File: config.mk
export PLATFORM = sky130hd
export DESIGN_NAME = acp_control_port
export DESIGN_NICKNAME = d
export VERILOG_FILES = /design/src/rtl/acp_pkg.sv /design/src/rtl/acp_ctrl_if.sv /design/src/rtl/acp_control_port.sv /design/src/rtl/acp_output_format.sv
export VERILOG_INCLUDE_DIRS = /design/src /design/src/rtl
export SDC_FILE = /design/constraint.sdc
export NUM_CORES = 1
export LEC_CHECK = 0
export BUFFER_PORTS_ARGS = -buffer_cell sky130_fd_sc_hd__buf_2
export CAP_MARGIN = 20
export CORE_MARGIN = 3
export CORE_UTILIZATION = 51
export DETAILED_ROUTE_END_ITERATION = 8
export PLACE_DENSITY_LB_ADDON = 0.25
export SETUP_SLACK_MARGIN = 0.05
export SLEW_MARGIN = 20
export SYNTH_ARGS = -nofsm -noshare
export SYNTH_HDL_FRONTEND = slang
export SYNTH_HIERARCHICAL = 1
export SYNTH_SLANG_ARGS = --single-unit
File: constraint.sdc
create_clock -name clk -period 2.7 [get_ports clk]
set_clock_uncertainty 0.05 [all_clocks]
set_input_delay 0.405 -clock clk [delete_from_list [all_inputs] [get_ports clk]]
set_output_delay 0.405 -clock clk [all_outputs]
set_load 0.05 [all_outputs]
File: src/rtl/acp_defines.svh
// Constants for the converter control and output port
`ifndef ACP_DEFINES_SVH
`define ACP_DEFINES_SVH
`define ACP_SAMPLE_W 14
`define ACP_CLK_PERIOD_NS 100
`define ACP_CAL_PULSE_CYC 2
`define ACP_CAL_LEN_CYC 32775
`define ACP_SETTLE_CYC 2097152
`define ACP_CNT_W 22
`define ACP_MSB_MASK 14'h2000
`define ACP_MEM_RESET_VAL 14'h0000
`endif

File: src/rtl/acp_pkg.sv
// Types for the converter control and output port
package acp_pkg;
	typedef enum logic [2:0] {
		ACP_SETTLE = 3'h0,
		ACP_CAL_ARM = 3'h1,
		ACP_CAL_RUN = 3'h2,
		ACP_NORMAL = 3'h3,
		ACP_POWER_DOWN = 3'h4
	} acp_state_type;
endpackage

File: src/rtl/acp_ctrl_if.sv
// Control signals between the controller and the output formatter
`timescale 1ns/10ps
interface acp_ctrl_if;
	logic calActive;
	logic powerDown;
	logic memClear;
	modport ctrl (output calActive, output powerDown, output memClear);
	modport fmt (input calActive, input powerDown, input memClear);
endinterface

File: src/rtl/acp_control_port.sv
// Converter control and output port top: calibration, power-down, memory clear
// What this block does
// - Output enable low drives, high floats outputs
// - Power-down request high enters power-down state
// - Coding select high gives two's complement
// - Memory clear pulse zeroes internal memory
// - Two-cycle calibration pulse enters calibration mode
// - Calibration-active output shows calibration mode
// - Fourteen-bit word, first bit is MSB
// - Rising edge clears, falling edge starts calibration
// - Calibration lasts 32775 cycles, busy held high
// - Data zero and inputs off while calibrating
// - Power-on settling delay then automatic calibration
`timescale 1ns/10ps
`include "acp_defines.svh"
module acp_control_port import acp_pkg::*; #(
	parameter int SAMPLE_W = `ACP_SAMPLE_W,
	parameter int SETTLE_CYC = `ACP_SETTLE_CYC,
	parameter int CAL_LEN_CYC = `ACP_CAL_LEN_CYC
) (
	input wire logic clk,
	input wire logic sys_rst,
	input wire logic outputEnableN,
	input wire logic powerDownRequest,
	input wire logic twosComplementSelect,
	input wire logic memClear,
	input wire logic calRequest,
	input wire logic [SAMPLE_W-1:0] rawSample,
	input wire logic rawValid,
	input wire logic rawOverRange,
	output logic calBusy,
	output logic calRegsClear,
	output logic analogInputEnable,
	output logic powerDownActive,
	output logic [SAMPLE_W-1:0] sampleOut,
	output logic [SAMPLE_W-1:0] sampleOe,
	output logic overRangeFlag
);
	if (SETTLE_CYC < 1 || SETTLE_CYC >= (1 << `ACP_CNT_W)) begin
		$error("SETTLE_CYC out of range");
	end
	if (CAL_LEN_CYC < 1 || CAL_LEN_CYC >= (1 << `ACP_CNT_W)) begin
		$error("CAL_LEN_CYC out of range");
	end

	localparam logic [`ACP_CNT_W-1:0] SETTLE_LAST = `ACP_CNT_W'(SETTLE_CYC - 1);
	localparam logic [`ACP_CNT_W-1:0] CAL_LAST = `ACP_CNT_W'(CAL_LEN_CYC - 1);

	acp_state_type stateReg;
	acp_state_type stateNext;
	logic [`ACP_CNT_W-1:0] cntReg;
	logic [`ACP_CNT_W-1:0] cntNext;
	logic calReqReg;
	logic clearPulseReg;

	wire calRise = calRequest & ~calReqReg;
	wire calFall = ~calRequest & calReqReg;
	wire settleDone = cntReg == SETTLE_LAST;
	wire calDone = cntReg == CAL_LAST;

	acp_ctrl_if ctrlBus();

	always_comb begin
		stateNext = stateReg;
		cntNext = cntReg + `ACP_CNT_W'(1);
		case (stateReg)
			ACP_SETTLE: begin
				if (settleDone) begin
					stateNext = ACP_CAL_RUN;
					cntNext = '0;
				end
			end
			ACP_CAL_ARM: begin
				cntNext = '0;
				if (calFall) begin
					stateNext = ACP_CAL_RUN;
				end
			end
			ACP_CAL_RUN: begin
				if (calRise) begin
					stateNext = ACP_CAL_ARM;
					cntNext = '0;
				end else if (calDone) begin
					stateNext = ACP_NORMAL;
					cntNext = '0;
				end
			end
			ACP_NORMAL: begin
				cntNext = '0;
				if (calRise) begin
					stateNext = ACP_CAL_ARM;
				end else if (powerDownRequest) begin
					stateNext = ACP_POWER_DOWN;
				end
			end
			ACP_POWER_DOWN: begin
				cntNext = '0;
				if (calRise) begin
					stateNext = ACP_CAL_ARM;
				end else if (!powerDownRequest) begin
					stateNext = ACP_NORMAL;
				end
			end
			default: begin
				stateNext = ACP_SETTLE;
				cntNext = '0;
			end
		endcase
	end

	always_ff @(posedge clk) begin
		if (sys_rst) begin
			stateReg <= ACP_SETTLE;
			cntReg <= '0;
			calReqReg <= 1'b0;
			clearPulseReg <= 1'b0;
		end else begin
			stateReg <= stateNext;
			cntReg <= cntNext;
			calReqReg <= calRequest;
			clearPulseReg <= calRise;
		end
	end

	wire calMode = stateReg == ACP_CAL_ARM || stateReg == ACP_CAL_RUN;

	assign ctrlBus.calActive = calMode;
	assign ctrlBus.powerDown = stateReg == ACP_POWER_DOWN;
	assign ctrlBus.memClear = memClear;

	assign calBusy = calMode;
	assign calRegsClear = clearPulseReg;
	assign analogInputEnable = stateReg == ACP_NORMAL;
	assign powerDownActive = stateReg == ACP_POWER_DOWN;

	acp_output_format #(
		.SAMPLE_W(SAMPLE_W)
	) u_fmt (
		.clk(clk),
		.sys_rst(sys_rst),
		.ctrl(ctrlBus.fmt),
		.rawSample(rawSample),
		.rawValid(rawValid),
		.rawOverRange(rawOverRange),
		.twosComplementSelect(twosComplementSelect),
		.outputEnableN(outputEnableN),
		.sampleOut(sampleOut),
		.sampleOe(sampleOe),
		.overRangeFlag(overRangeFlag)
	);

	// Helper: cycles spent in the current calibration run
	logic [`ACP_CNT_W-1:0] runLenReg;

	always_ff @(posedge clk) begin
		if (sys_rst || stateReg != ACP_CAL_RUN) begin
			runLenReg <= '0;
		end else begin
			runLenReg <= runLenReg + `ACP_CNT_W'(1);
		end
	end

	AST_CAL_ENTER: assert property (@(posedge clk) disable iff (sys_rst)
		stateReg == ACP_NORMAL && calRise |=> calBusy) else $error("Calibration not entered");
	AST_CAL_START: assert property (@(posedge clk) disable iff (sys_rst)
		stateReg == ACP_CAL_ARM && calFall |=> stateReg == ACP_CAL_RUN && cntReg == '0)
		else $error("Calibration did not start at falling edge");
	AST_CLR_PULSE: assert property (@(posedge clk) disable iff (sys_rst)
		calRise |=> calRegsClear ##1 !calRegsClear) else $error("Clear pulse wrong");
	AST_CAL_END: assert property (@(posedge clk) disable iff (sys_rst)
		stateReg == ACP_CAL_RUN && calDone && !calRise |=> !calBusy && stateReg == ACP_NORMAL)
		else $error("Calibration did not end");
	AST_BUSY_HOLD: assert property (@(posedge clk) disable iff (sys_rst)
		stateReg == ACP_CAL_RUN && !calDone |=> calBusy) else $error("Busy dropped early");
	AST_SETTLE_CAL: assert property (@(posedge clk) disable iff (sys_rst)
		stateReg == ACP_SETTLE && settleDone |=> stateReg == ACP_CAL_RUN && calBusy)
		else $error("No calibration after settling");
	AST_PD_ENTER: assert property (@(posedge clk) disable iff (sys_rst)
		stateReg == ACP_NORMAL && powerDownRequest && !calRise |=> powerDownActive)
		else $error("Power-down not entered");
	AST_INPUT_OFF: assert property (@(posedge clk) disable iff (sys_rst)
		calBusy |-> !analogInputEnable) else $error("Inputs enabled in calibration");

	AST_RUN_NO_EARLY: assert property (@(posedge clk) disable iff (sys_rst)
		stateReg == ACP_CAL_RUN && runLenReg != CAL_LAST && !calRise |=> stateReg == ACP_CAL_RUN)
		else $error("Calibration ended early");
	AST_RUN_LENGTH: assert property (@(posedge clk) disable iff (sys_rst)
		stateReg == ACP_CAL_RUN && runLenReg == CAL_LAST |=> stateReg != ACP_CAL_RUN)
		else $error("Calibration ran too long");
	AST_ARM_HOLD: assert property (@(posedge clk) disable iff (sys_rst)
		stateReg == ACP_CAL_ARM && !calFall |=> stateReg == ACP_CAL_ARM && calBusy)
		else $error("Calibration started before falling edge");
	AST_SETTLE_QUIET: assert property (@(posedge clk) disable iff (sys_rst)
		stateReg == ACP_SETTLE && !settleDone |=> stateReg == ACP_SETTLE && !calBusy)
		else $error("Settling ended early");
	AST_PD_EXIT: assert property (@(posedge clk) disable iff (sys_rst)
		powerDownActive && !powerDownRequest && !calRise |=> stateReg == ACP_NORMAL)
		else $error("Power-down not left");
	AST_PD_ZERO: assert property (@(posedge clk) disable iff (sys_rst)
		powerDownActive |=> sampleOut == '0)
		else $error("Data not zero in power-down");
	AST_PD_IN_CAL: assert property (@(posedge clk) disable iff (sys_rst)
		calBusy && powerDownRequest |=> !powerDownActive)
		else $error("Power-down taken during calibration");
	AST_RESTART: assert property (@(posedge clk) disable iff (sys_rst)
		stateReg == ACP_CAL_RUN && calRise |=> stateReg == ACP_CAL_ARM && calRegsClear)
		else $error("Calibration not restarted");
	AST_CLR_ONLY_RISE: assert property (@(posedge clk) disable iff (sys_rst)
		!calRise |=> !calRegsClear)
		else $error("Clear pulse without rising edge");

	COV_DEMAND_CAL: cover property (@(posedge clk) disable iff (sys_rst)
		stateReg == ACP_NORMAL && calRise ##1 calRequest ##1 calFall);
	COV_CAL_DONE: cover property (@(posedge clk) disable iff (sys_rst)
		stateReg == ACP_CAL_RUN ##1 stateReg == ACP_NORMAL);
	COV_POWER_DOWN: cover property (@(posedge clk) disable iff (sys_rst)
		powerDownActive ##1 !powerDownActive);
	COV_OVR: cover property (@(posedge clk) disable iff (sys_rst) overRangeFlag);
	COV_RESTART: cover property (@(posedge clk) disable iff (sys_rst)
		stateReg == ACP_CAL_RUN && calRise);
endmodule

File: src/rtl/acp_output_format.sv
// Output word formatter: coding, zero forcing, over-range and tri-state
`timescale 1ns/10ps
`include "acp_defines.svh"
module acp_output_format import acp_pkg::*; #(
	parameter int SAMPLE_W = `ACP_SAMPLE_W
) (
	input wire logic clk,
	input wire logic sys_rst,
	acp_ctrl_if.fmt ctrl,
	input wire logic [SAMPLE_W-1:0] rawSample,
	input wire logic rawValid,
	input wire logic rawOverRange,
	input wire logic twosComplementSelect,
	input wire logic outputEnableN,
	output logic [SAMPLE_W-1:0] sampleOut,
	output logic [SAMPLE_W-1:0] sampleOe,
	output logic overRangeFlag
);
	if (SAMPLE_W != `ACP_SAMPLE_W) begin
		$error("SAMPLE_W must be 14");
	end

	logic [SAMPLE_W-1:0] dataReg;
	logic [SAMPLE_W-1:0] dataNext;
	logic ovrReg;
	logic ovrNext;
	wire [SAMPLE_W-1:0] msbMask = `ACP_MSB_MASK;
	// Two's complement flips the MSB of the offset binary code
	wire [SAMPLE_W-1:0] codedSample = twosComplementSelect ? (rawSample ^ msbMask) : rawSample;
	wire forceZero = ctrl.calActive | ctrl.memClear | ctrl.powerDown;

	always_comb begin
		dataNext = dataReg;
		ovrNext = ovrReg;
		if (forceZero) begin
			dataNext = `ACP_MEM_RESET_VAL;
			ovrNext = 1'b0;
		end else if (rawValid) begin
			dataNext = codedSample;
			ovrNext = rawOverRange;
		end
	end

	always_ff @(posedge clk) begin
		if (sys_rst) begin
			dataReg <= `ACP_MEM_RESET_VAL;
			ovrReg <= 1'b0;
		end else begin
			dataReg <= dataNext;
			ovrReg <= ovrNext;
		end
	end

	// Bit 13 is the first pin, bit 0 the fourteenth
	assign sampleOut = dataReg;
	assign sampleOe = {SAMPLE_W{~outputEnableN}};
	assign overRangeFlag = ovrReg;

	AST_CAL_ZERO: assert property (@(posedge clk) disable iff (sys_rst)
		$past(ctrl.calActive) |-> sampleOut == '0) else $error("Data not zero in calibration");
	AST_OE_FOLLOW: assert property (@(posedge clk) disable iff (sys_rst)
		(outputEnableN ? (sampleOe == '0) : (&sampleOe))) else $error("Output enable mismatch");
	AST_CODING: assert property (@(posedge clk) disable iff (sys_rst)
		!forceZero && rawValid |=>
			sampleOut[SAMPLE_W-1] == ($past(rawSample[SAMPLE_W-1]) ^ $past(twosComplementSelect))
			&& sampleOut[SAMPLE_W-2:0] == $past(rawSample[SAMPLE_W-2:0]))
		else $error("Coding wrong");
	AST_MEMCLR: assert property (@(posedge clk) disable iff (sys_rst)
		ctrl.memClear |=> sampleOut == '0 && !overRangeFlag) else $error("Memory clear failed");
	AST_OVR: assert property (@(posedge clk) disable iff (sys_rst)
		!forceZero && rawValid |=> overRangeFlag == $past(rawOverRange)) else $error("Over-range wrong");
endmodule

### Word level (Yosys, flattened, before mapping)

Index checks and enable logic that the tools add are counted.
Widths: inputs -> output; s select.

| storage, ports and cells | value |
|---|---|
| register bits after elaboration | 42 |
| output and inout port bits | 33 |

| cells by class | value |
|---|---|
| add/subtract/negate cells | 1 |
| eq/ne operators | 11 |
| muxes and demuxes | 14 |
| bitwise logic cells | 8 |
| reduce and logical (&&, ||, !) cells | 4 |

Operators with widths:

| operator | count |
|---|---|
| $mux 22 | 3 |
| $pmux 22 s2 | 1 |
| $mux 3 | 8 |
| $add 22x1->22 const B | 1 |
| $eq 22x16->1 const B | 1 |
| $eq 22x21->1 const B | 1 |
| $pmux 3 s5 | 1 |
| $mux 14 | 1 |
| $eq 3x2->1 const B | 2 |
| $ne 3x3->1 const B | 2 |
| $reduce_and 5->1 | 1 |
| $ne 2x2->1 const B | 2 |
| $not 1->1 | 4 |
| $eq 3x1->1 const B | 1 |
| $eq 3x3->1 const B | 1 |
| $logic_not 3->1 | 1 |
| $ne 3x2->1 const B | 1 |
| $and 1x1->1 | 2 |
| $or 1x1->1 | 2 |
| $reduce_or 2->1 | 1 |
| $logic_or 1x1->1 | 1 |

### Logic depth before layout (Yosys ltp)

| logic depth | value |
|---|---|
| word-level depth | 5 |
| depth in mapped cells | 9 |
| gate-level depth less buffers | 8 |

### Hierarchy

Netlist, hierarchy kept.

Modules (own cells, without submodules):

| module | instances | cells each | area an instance (um^2) | sequential area each (um^2) |
|---|---|---|---|---|
| acp_control_port | 1 | 154 | 1346.3 | 540.5 |
| acp_output_format | 1 | 65 | 669.4 | 300.3 |

### Worst setup path before layout

No wires, ideal clock.

| path | value |
|---|---|
| kind | register to register |
| from | reg stateReg[0] |
| to | reg u_fmt.dataReg[0], in the netlist u_fmt/sampleOut[0] |
| data arrival time | 1.768 ns |
| data required time | 2.534 ns |
| path slack | 0.766 ns |
| cell stages (with the launch flop) | 8 |
| path buffers | 3 |
| clock period less this slack | 1.934 ns |
| cell sequence | dfxtp_1 -> buf_4 -> xnor2_1 -> nor2_1 -> or4_4 -> buf_6 -> buf_8 -> nor2_1 |

| between the ends | value |
|---|---|
| longest elaborated chain between the ends | 5 |
| elaborated cells between the ends (all ways) | 7 |
| those cells by class | eq/ne: 3; bitwise: 2; reduce/logical: 2 |

Ends and longest elaborated chain:

| item | line | RTL |
|---|---|---|
| from (decl) | acp_control_port.sv:49 | `acp_state_type stateReg;` |
| from (signal assigned) | acp_control_port.sv:118 | `stateReg <= stateNext;` |
| $eq 3x1->1 or $eq 3x2->1 (tied branches) | acp_control_port.sv:125 | `wire calMode = stateReg == ACP_CAL_ARM \|\| stateReg == ACP_CAL_RUN;` |
| $logic_or 1x1->1 * | acp_control_port.sv:125 |  |
| net calBusy | acp_control_port.sv:31 | `output logic calBusy,` |
| $or 1x1->1 * (2 in a row) | acp_output_format.sv:30 | `wire forceZero = ctrl.calActive \| ctrl.memClear \| ctrl.powerDown;` |
| $reduce_or 2->1 (no source line) * | n/a |  |
| to (signal assigned) | acp_output_format.sv:46 | `` dataReg <= `ACP_MEM_RESET_VAL; `` |
| to (signal assigned) | acp_output_format.sv:49 | `dataReg <= dataNext;` |
| to (decl) | acp_output_format.sv:23 | `logic [SAMPLE_W-1:0] dataReg;` |

Mark *: on every way through the listed nets, which the timed path passes. The rest lies on a longest branch.
A chain may end at the register's enable or synchronous reset.

### Worst setup path after layout

| path | value |
|---|---|
| from | reg cntReg[0] |
| to | reg stateReg[0] |

| between the ends | value |
|---|---|
| longest elaborated chain between the ends | 3 |
| elaborated cells between the ends (all ways) | 5 |
| those cells by class | eq/ne: 4; reduce/logical: 1 |

Ends and longest elaborated chain:

| item | line | RTL |
|---|---|---|
| from (decl) | acp_control_port.sv:51 | `` logic [`ACP_CNT_W-1:0] cntReg; `` |
| from (signal assigned) | acp_control_port.sv:119 | `cntReg <= cntNext;` |
| $eq 22x16->1 or $eq 22x21->1 (tied branches) | acp_control_port.sv:59, acp_control_port.sv:58 |  |
| $ne 3x3->1 (no source line) or $ne 2x2->1 (tied branches) | n/a |  |
| $reduce_and 5->1 (no source line) * | n/a |  |

Every way passes the cells marked *; elsewhere a longest branch is shown, timed or not.

==> metrics.yaml <==
core.rowCount: 22
cp.required_ns: 2.85
final-hold-violation-count: 0
critPathArrivalTime_ns: 2.24
gp_congestion: 0.7656
wl_per_cell_um: 11.05
dr.pass1.iters: 4
routed-via-count: 1491
overflow: 0
grt_pass1_wl_um: 5181
cts_buffers: 5
p_int_uw: 1092
port_buffers: 55
setup_violations: 0
grt_max_degree: 23
cts_root_buffer: "clkbuf_8"
fin_nets: 284
fmax_mhz: 479.0
critical_path_depth: 7
die_w_um: 68.87
critPathLaunchType: "register"
grt_usage_pct: 14.73
layout_common_cells: "buf_2, nor2_1, dfxtp_1"
fin_util_pct: 61.30
synth-seq-area-share_pct: 41.71
hold_depth: 3
dp_hpwl_um: 2530
cp_slowest_cell: "dfxtp_1"
finalCriticalPeriod_ns: 2.088
die_area_um2: 4742
cts.sinks: 42
pre_cts_ws_ns: 0.6395
placed_cell_area_um2: 2186
drc: 0
tns_ns: 0
die_h_um: 68.87
htreeDepth: 2
critPathMaxStageDelay_ns: 0.39
drtAntennaViolNets: 0
vias_per_cell: 4.841
n_antenna_cell: 0
start_util_pct: 53.84
leakagePower_uw: 0.0009808
critPathCapture: "stateReg[0]"
seqPwrFrac_pct: 43.1
synth_edf_count: 0
ios: 56
clock_latency_ns: 0.29
holdCritPathClass: "primary input to register"
r2r_setup_slack_ns: 0.61
cts_hold_buffers: 0
tritoncts: "done"
clkPwrFrac_pct: 28.6
slew_violations: 0
crit_buf_inv: 0
final_area_um2: 2295
crit_start: "cntReg[0]"
regToRegStartpoint: "cntReg[0]"
power_frac_comb_pct: 28.3
crit_type: "register to register"
worstPathCellList: "ha_1 > and3_1 > nand4_4 > nor4_4 > o211a_4 > o21ai_2 > a311oi_2"
path_clk_slew_ns: 0.08
period_share_pct: 77.33
cts_max_path_buffers: 2
routed_wl_um: 3403
synth_cell_type_count: 37
rsz0062_at_grt: "false"
syn_area_um2: 2016
end_kind: "register"
cts_resized: 0
antenna_found_initial: 0
critPathTopFamily: "simple AND/OR/NAND/NOR gates"
syn_to_final_growth_pct: 13.84
ys_async_sr_fraction_pct: 0
ys.flop_type: "dfxtp_1"
p_per_area_nw_per_um2: 726.0
core_um2: 3744
drt_iter0_drc: 51
status: "completed"
ys_ff_latch: 42
cts_setup_buffers: 0
syn_inst: 219
timing.final.ws_setup_ns: 0.6122
grt_pass1_vias: 1192
worstPathMaxFanout: 6
drv_cap: 0
yosysWarnings: 6
peakVddDrop_uv: 407.0
r2r-end: "stateReg[0]"
worst-r2r-cell-count: 7
swShare_pct: 34.45
switching_power_uw: 573.9
worstMarginPinSlew_ns: 0.4337
syn-num-nets: 244
max_slew_margin_pct: 71.09
syn_avg_cell_area_um2: 9.204
drive_above_1_share_pct: 28.46
final_common_cell: "buf_2"
==> stage by stage <==
step,total power [uW],hold slack [ns],cells
2_1_floorplan,1144,0.3780,219
3_3_place_gp,1202,0.4010,300
3_5_place_dp,1207,0.4032,300
4_1_cts,1685,0.2961,308
5_1_grt,1761,0.2983,308
6_report,1666,0.3003,308
==> routing by layer <==
layer  share of wire, %  global-route usage, %
met3                9.0                  5.835
met1                 49                  19.12
met2                 41                  22.14
met5                  0                      0
met4                1.4                  5.109
==> cell families (layout without fill, tap and decap cells) <==
| family | Yosys count | after routing | synth area share [%] |
|---|---|---|---|
| AO/OA/AOI/OAI | 9 | 9 | 4.096 |
| adder cells (fa/ha/maj) | 2 | 2 | 1.241 |
| buffers and inverters | 30 | 71 | 9.869 |
| flip-flops | 42 | 42 | 41.71 |
| XOR/XNOR | 22 | 22 | 9.560 |
| multiplexers | 17 | 17 | 8.442 |
| AND/OR/NAND/NOR | 97 | 97 | 25.08 |
==> synth_stat cells (all sizes together) (2+ instances only) <==
cell / number / share of area [%]
inv: 7 / 1.3
nor4b: 2 / 0.87
nor3: 8 / 2.0
nor4: 2 / 1.4
nand2: 6 / 1.1
xor2: 9 / 3.9
o21ai: 4 / 1.2
mux2i: 17 / 8.4
xnor2: 13 / 5.6
nand2b: 3 / 0.93
nand3: 6 / 1.5
ha: 2 / 1.2
nor2b: 3 / 0.93
dfxtp: 42 / 42
buf: 22 / 8.3
nor2: 50 / 9.4
nand4: 10 / 3.8
and4: 2 / 1.1
==> worst reg2reg max path, delay by kind of cell, from the launching register on <==
kind,cells,cell delay (ns)
adder cells (fa/ha/maj),1,0.20
AO/OA/AOI/OAI,3,0.54
flip-flops,1,0.39
AND/OR/NAND/NOR,3,0.80
==> worst min-delay path by stage <==
stage,from,endpoint,slack [ns]
2_1_floorplan,calReqReg,calRegsClear,0.38
3_3_place_gp,calReqReg,calRegsClear,0.40
3_5_place_dp,calReqReg,calRegsClear,0.40
4_1_cts,rawSample[7],u_fmt/sampleOut[7],0.30
5_1_grt,rawSample[7],u_fmt/sampleOut[7],0.30
6_report,rawOverRange,u_fmt/overRangeFlag,0.30
==> flip-flops by register name, summed over array words and instances (netlist names) <==
| signal | flops |
|---|---|
| calRegsClear | 1 |
| calReqReg | 1 |
| u_fmt/overRangeFlag | 1 |
| u_fmt/sampleOut | 14 |
| cntReg | 22 |
| stateReg | 3 |
==> final cells by class <==
| type | count | area [um^2] |
|---|---|---|
| sequential | 42 | 840.8 |
| timing repair buffer | 56 | 282.8 |
| fill | 332 | 1449 |
| clock buffer | 5 | 68.82 |
| tap | 48 | 60.06 |
| multi-input combinational | 147 | 975.9 |
| inverter | 7 | 26.28 |
| clock inverter | 3 | 40.04 |
==> power by group through the flow <==
stage          registers, uW  clock network, uW  logic, uW
6_report                 718                476        472
5_1_grt                  728                518        515
4_1_cts                  717                491        476
3_5_place_dp             732                  0        475
3_3_place_gp             730                  0        472
2_1_floorplan            780                  0        363
Note: power is estimated with default switching activity, not from simulation.
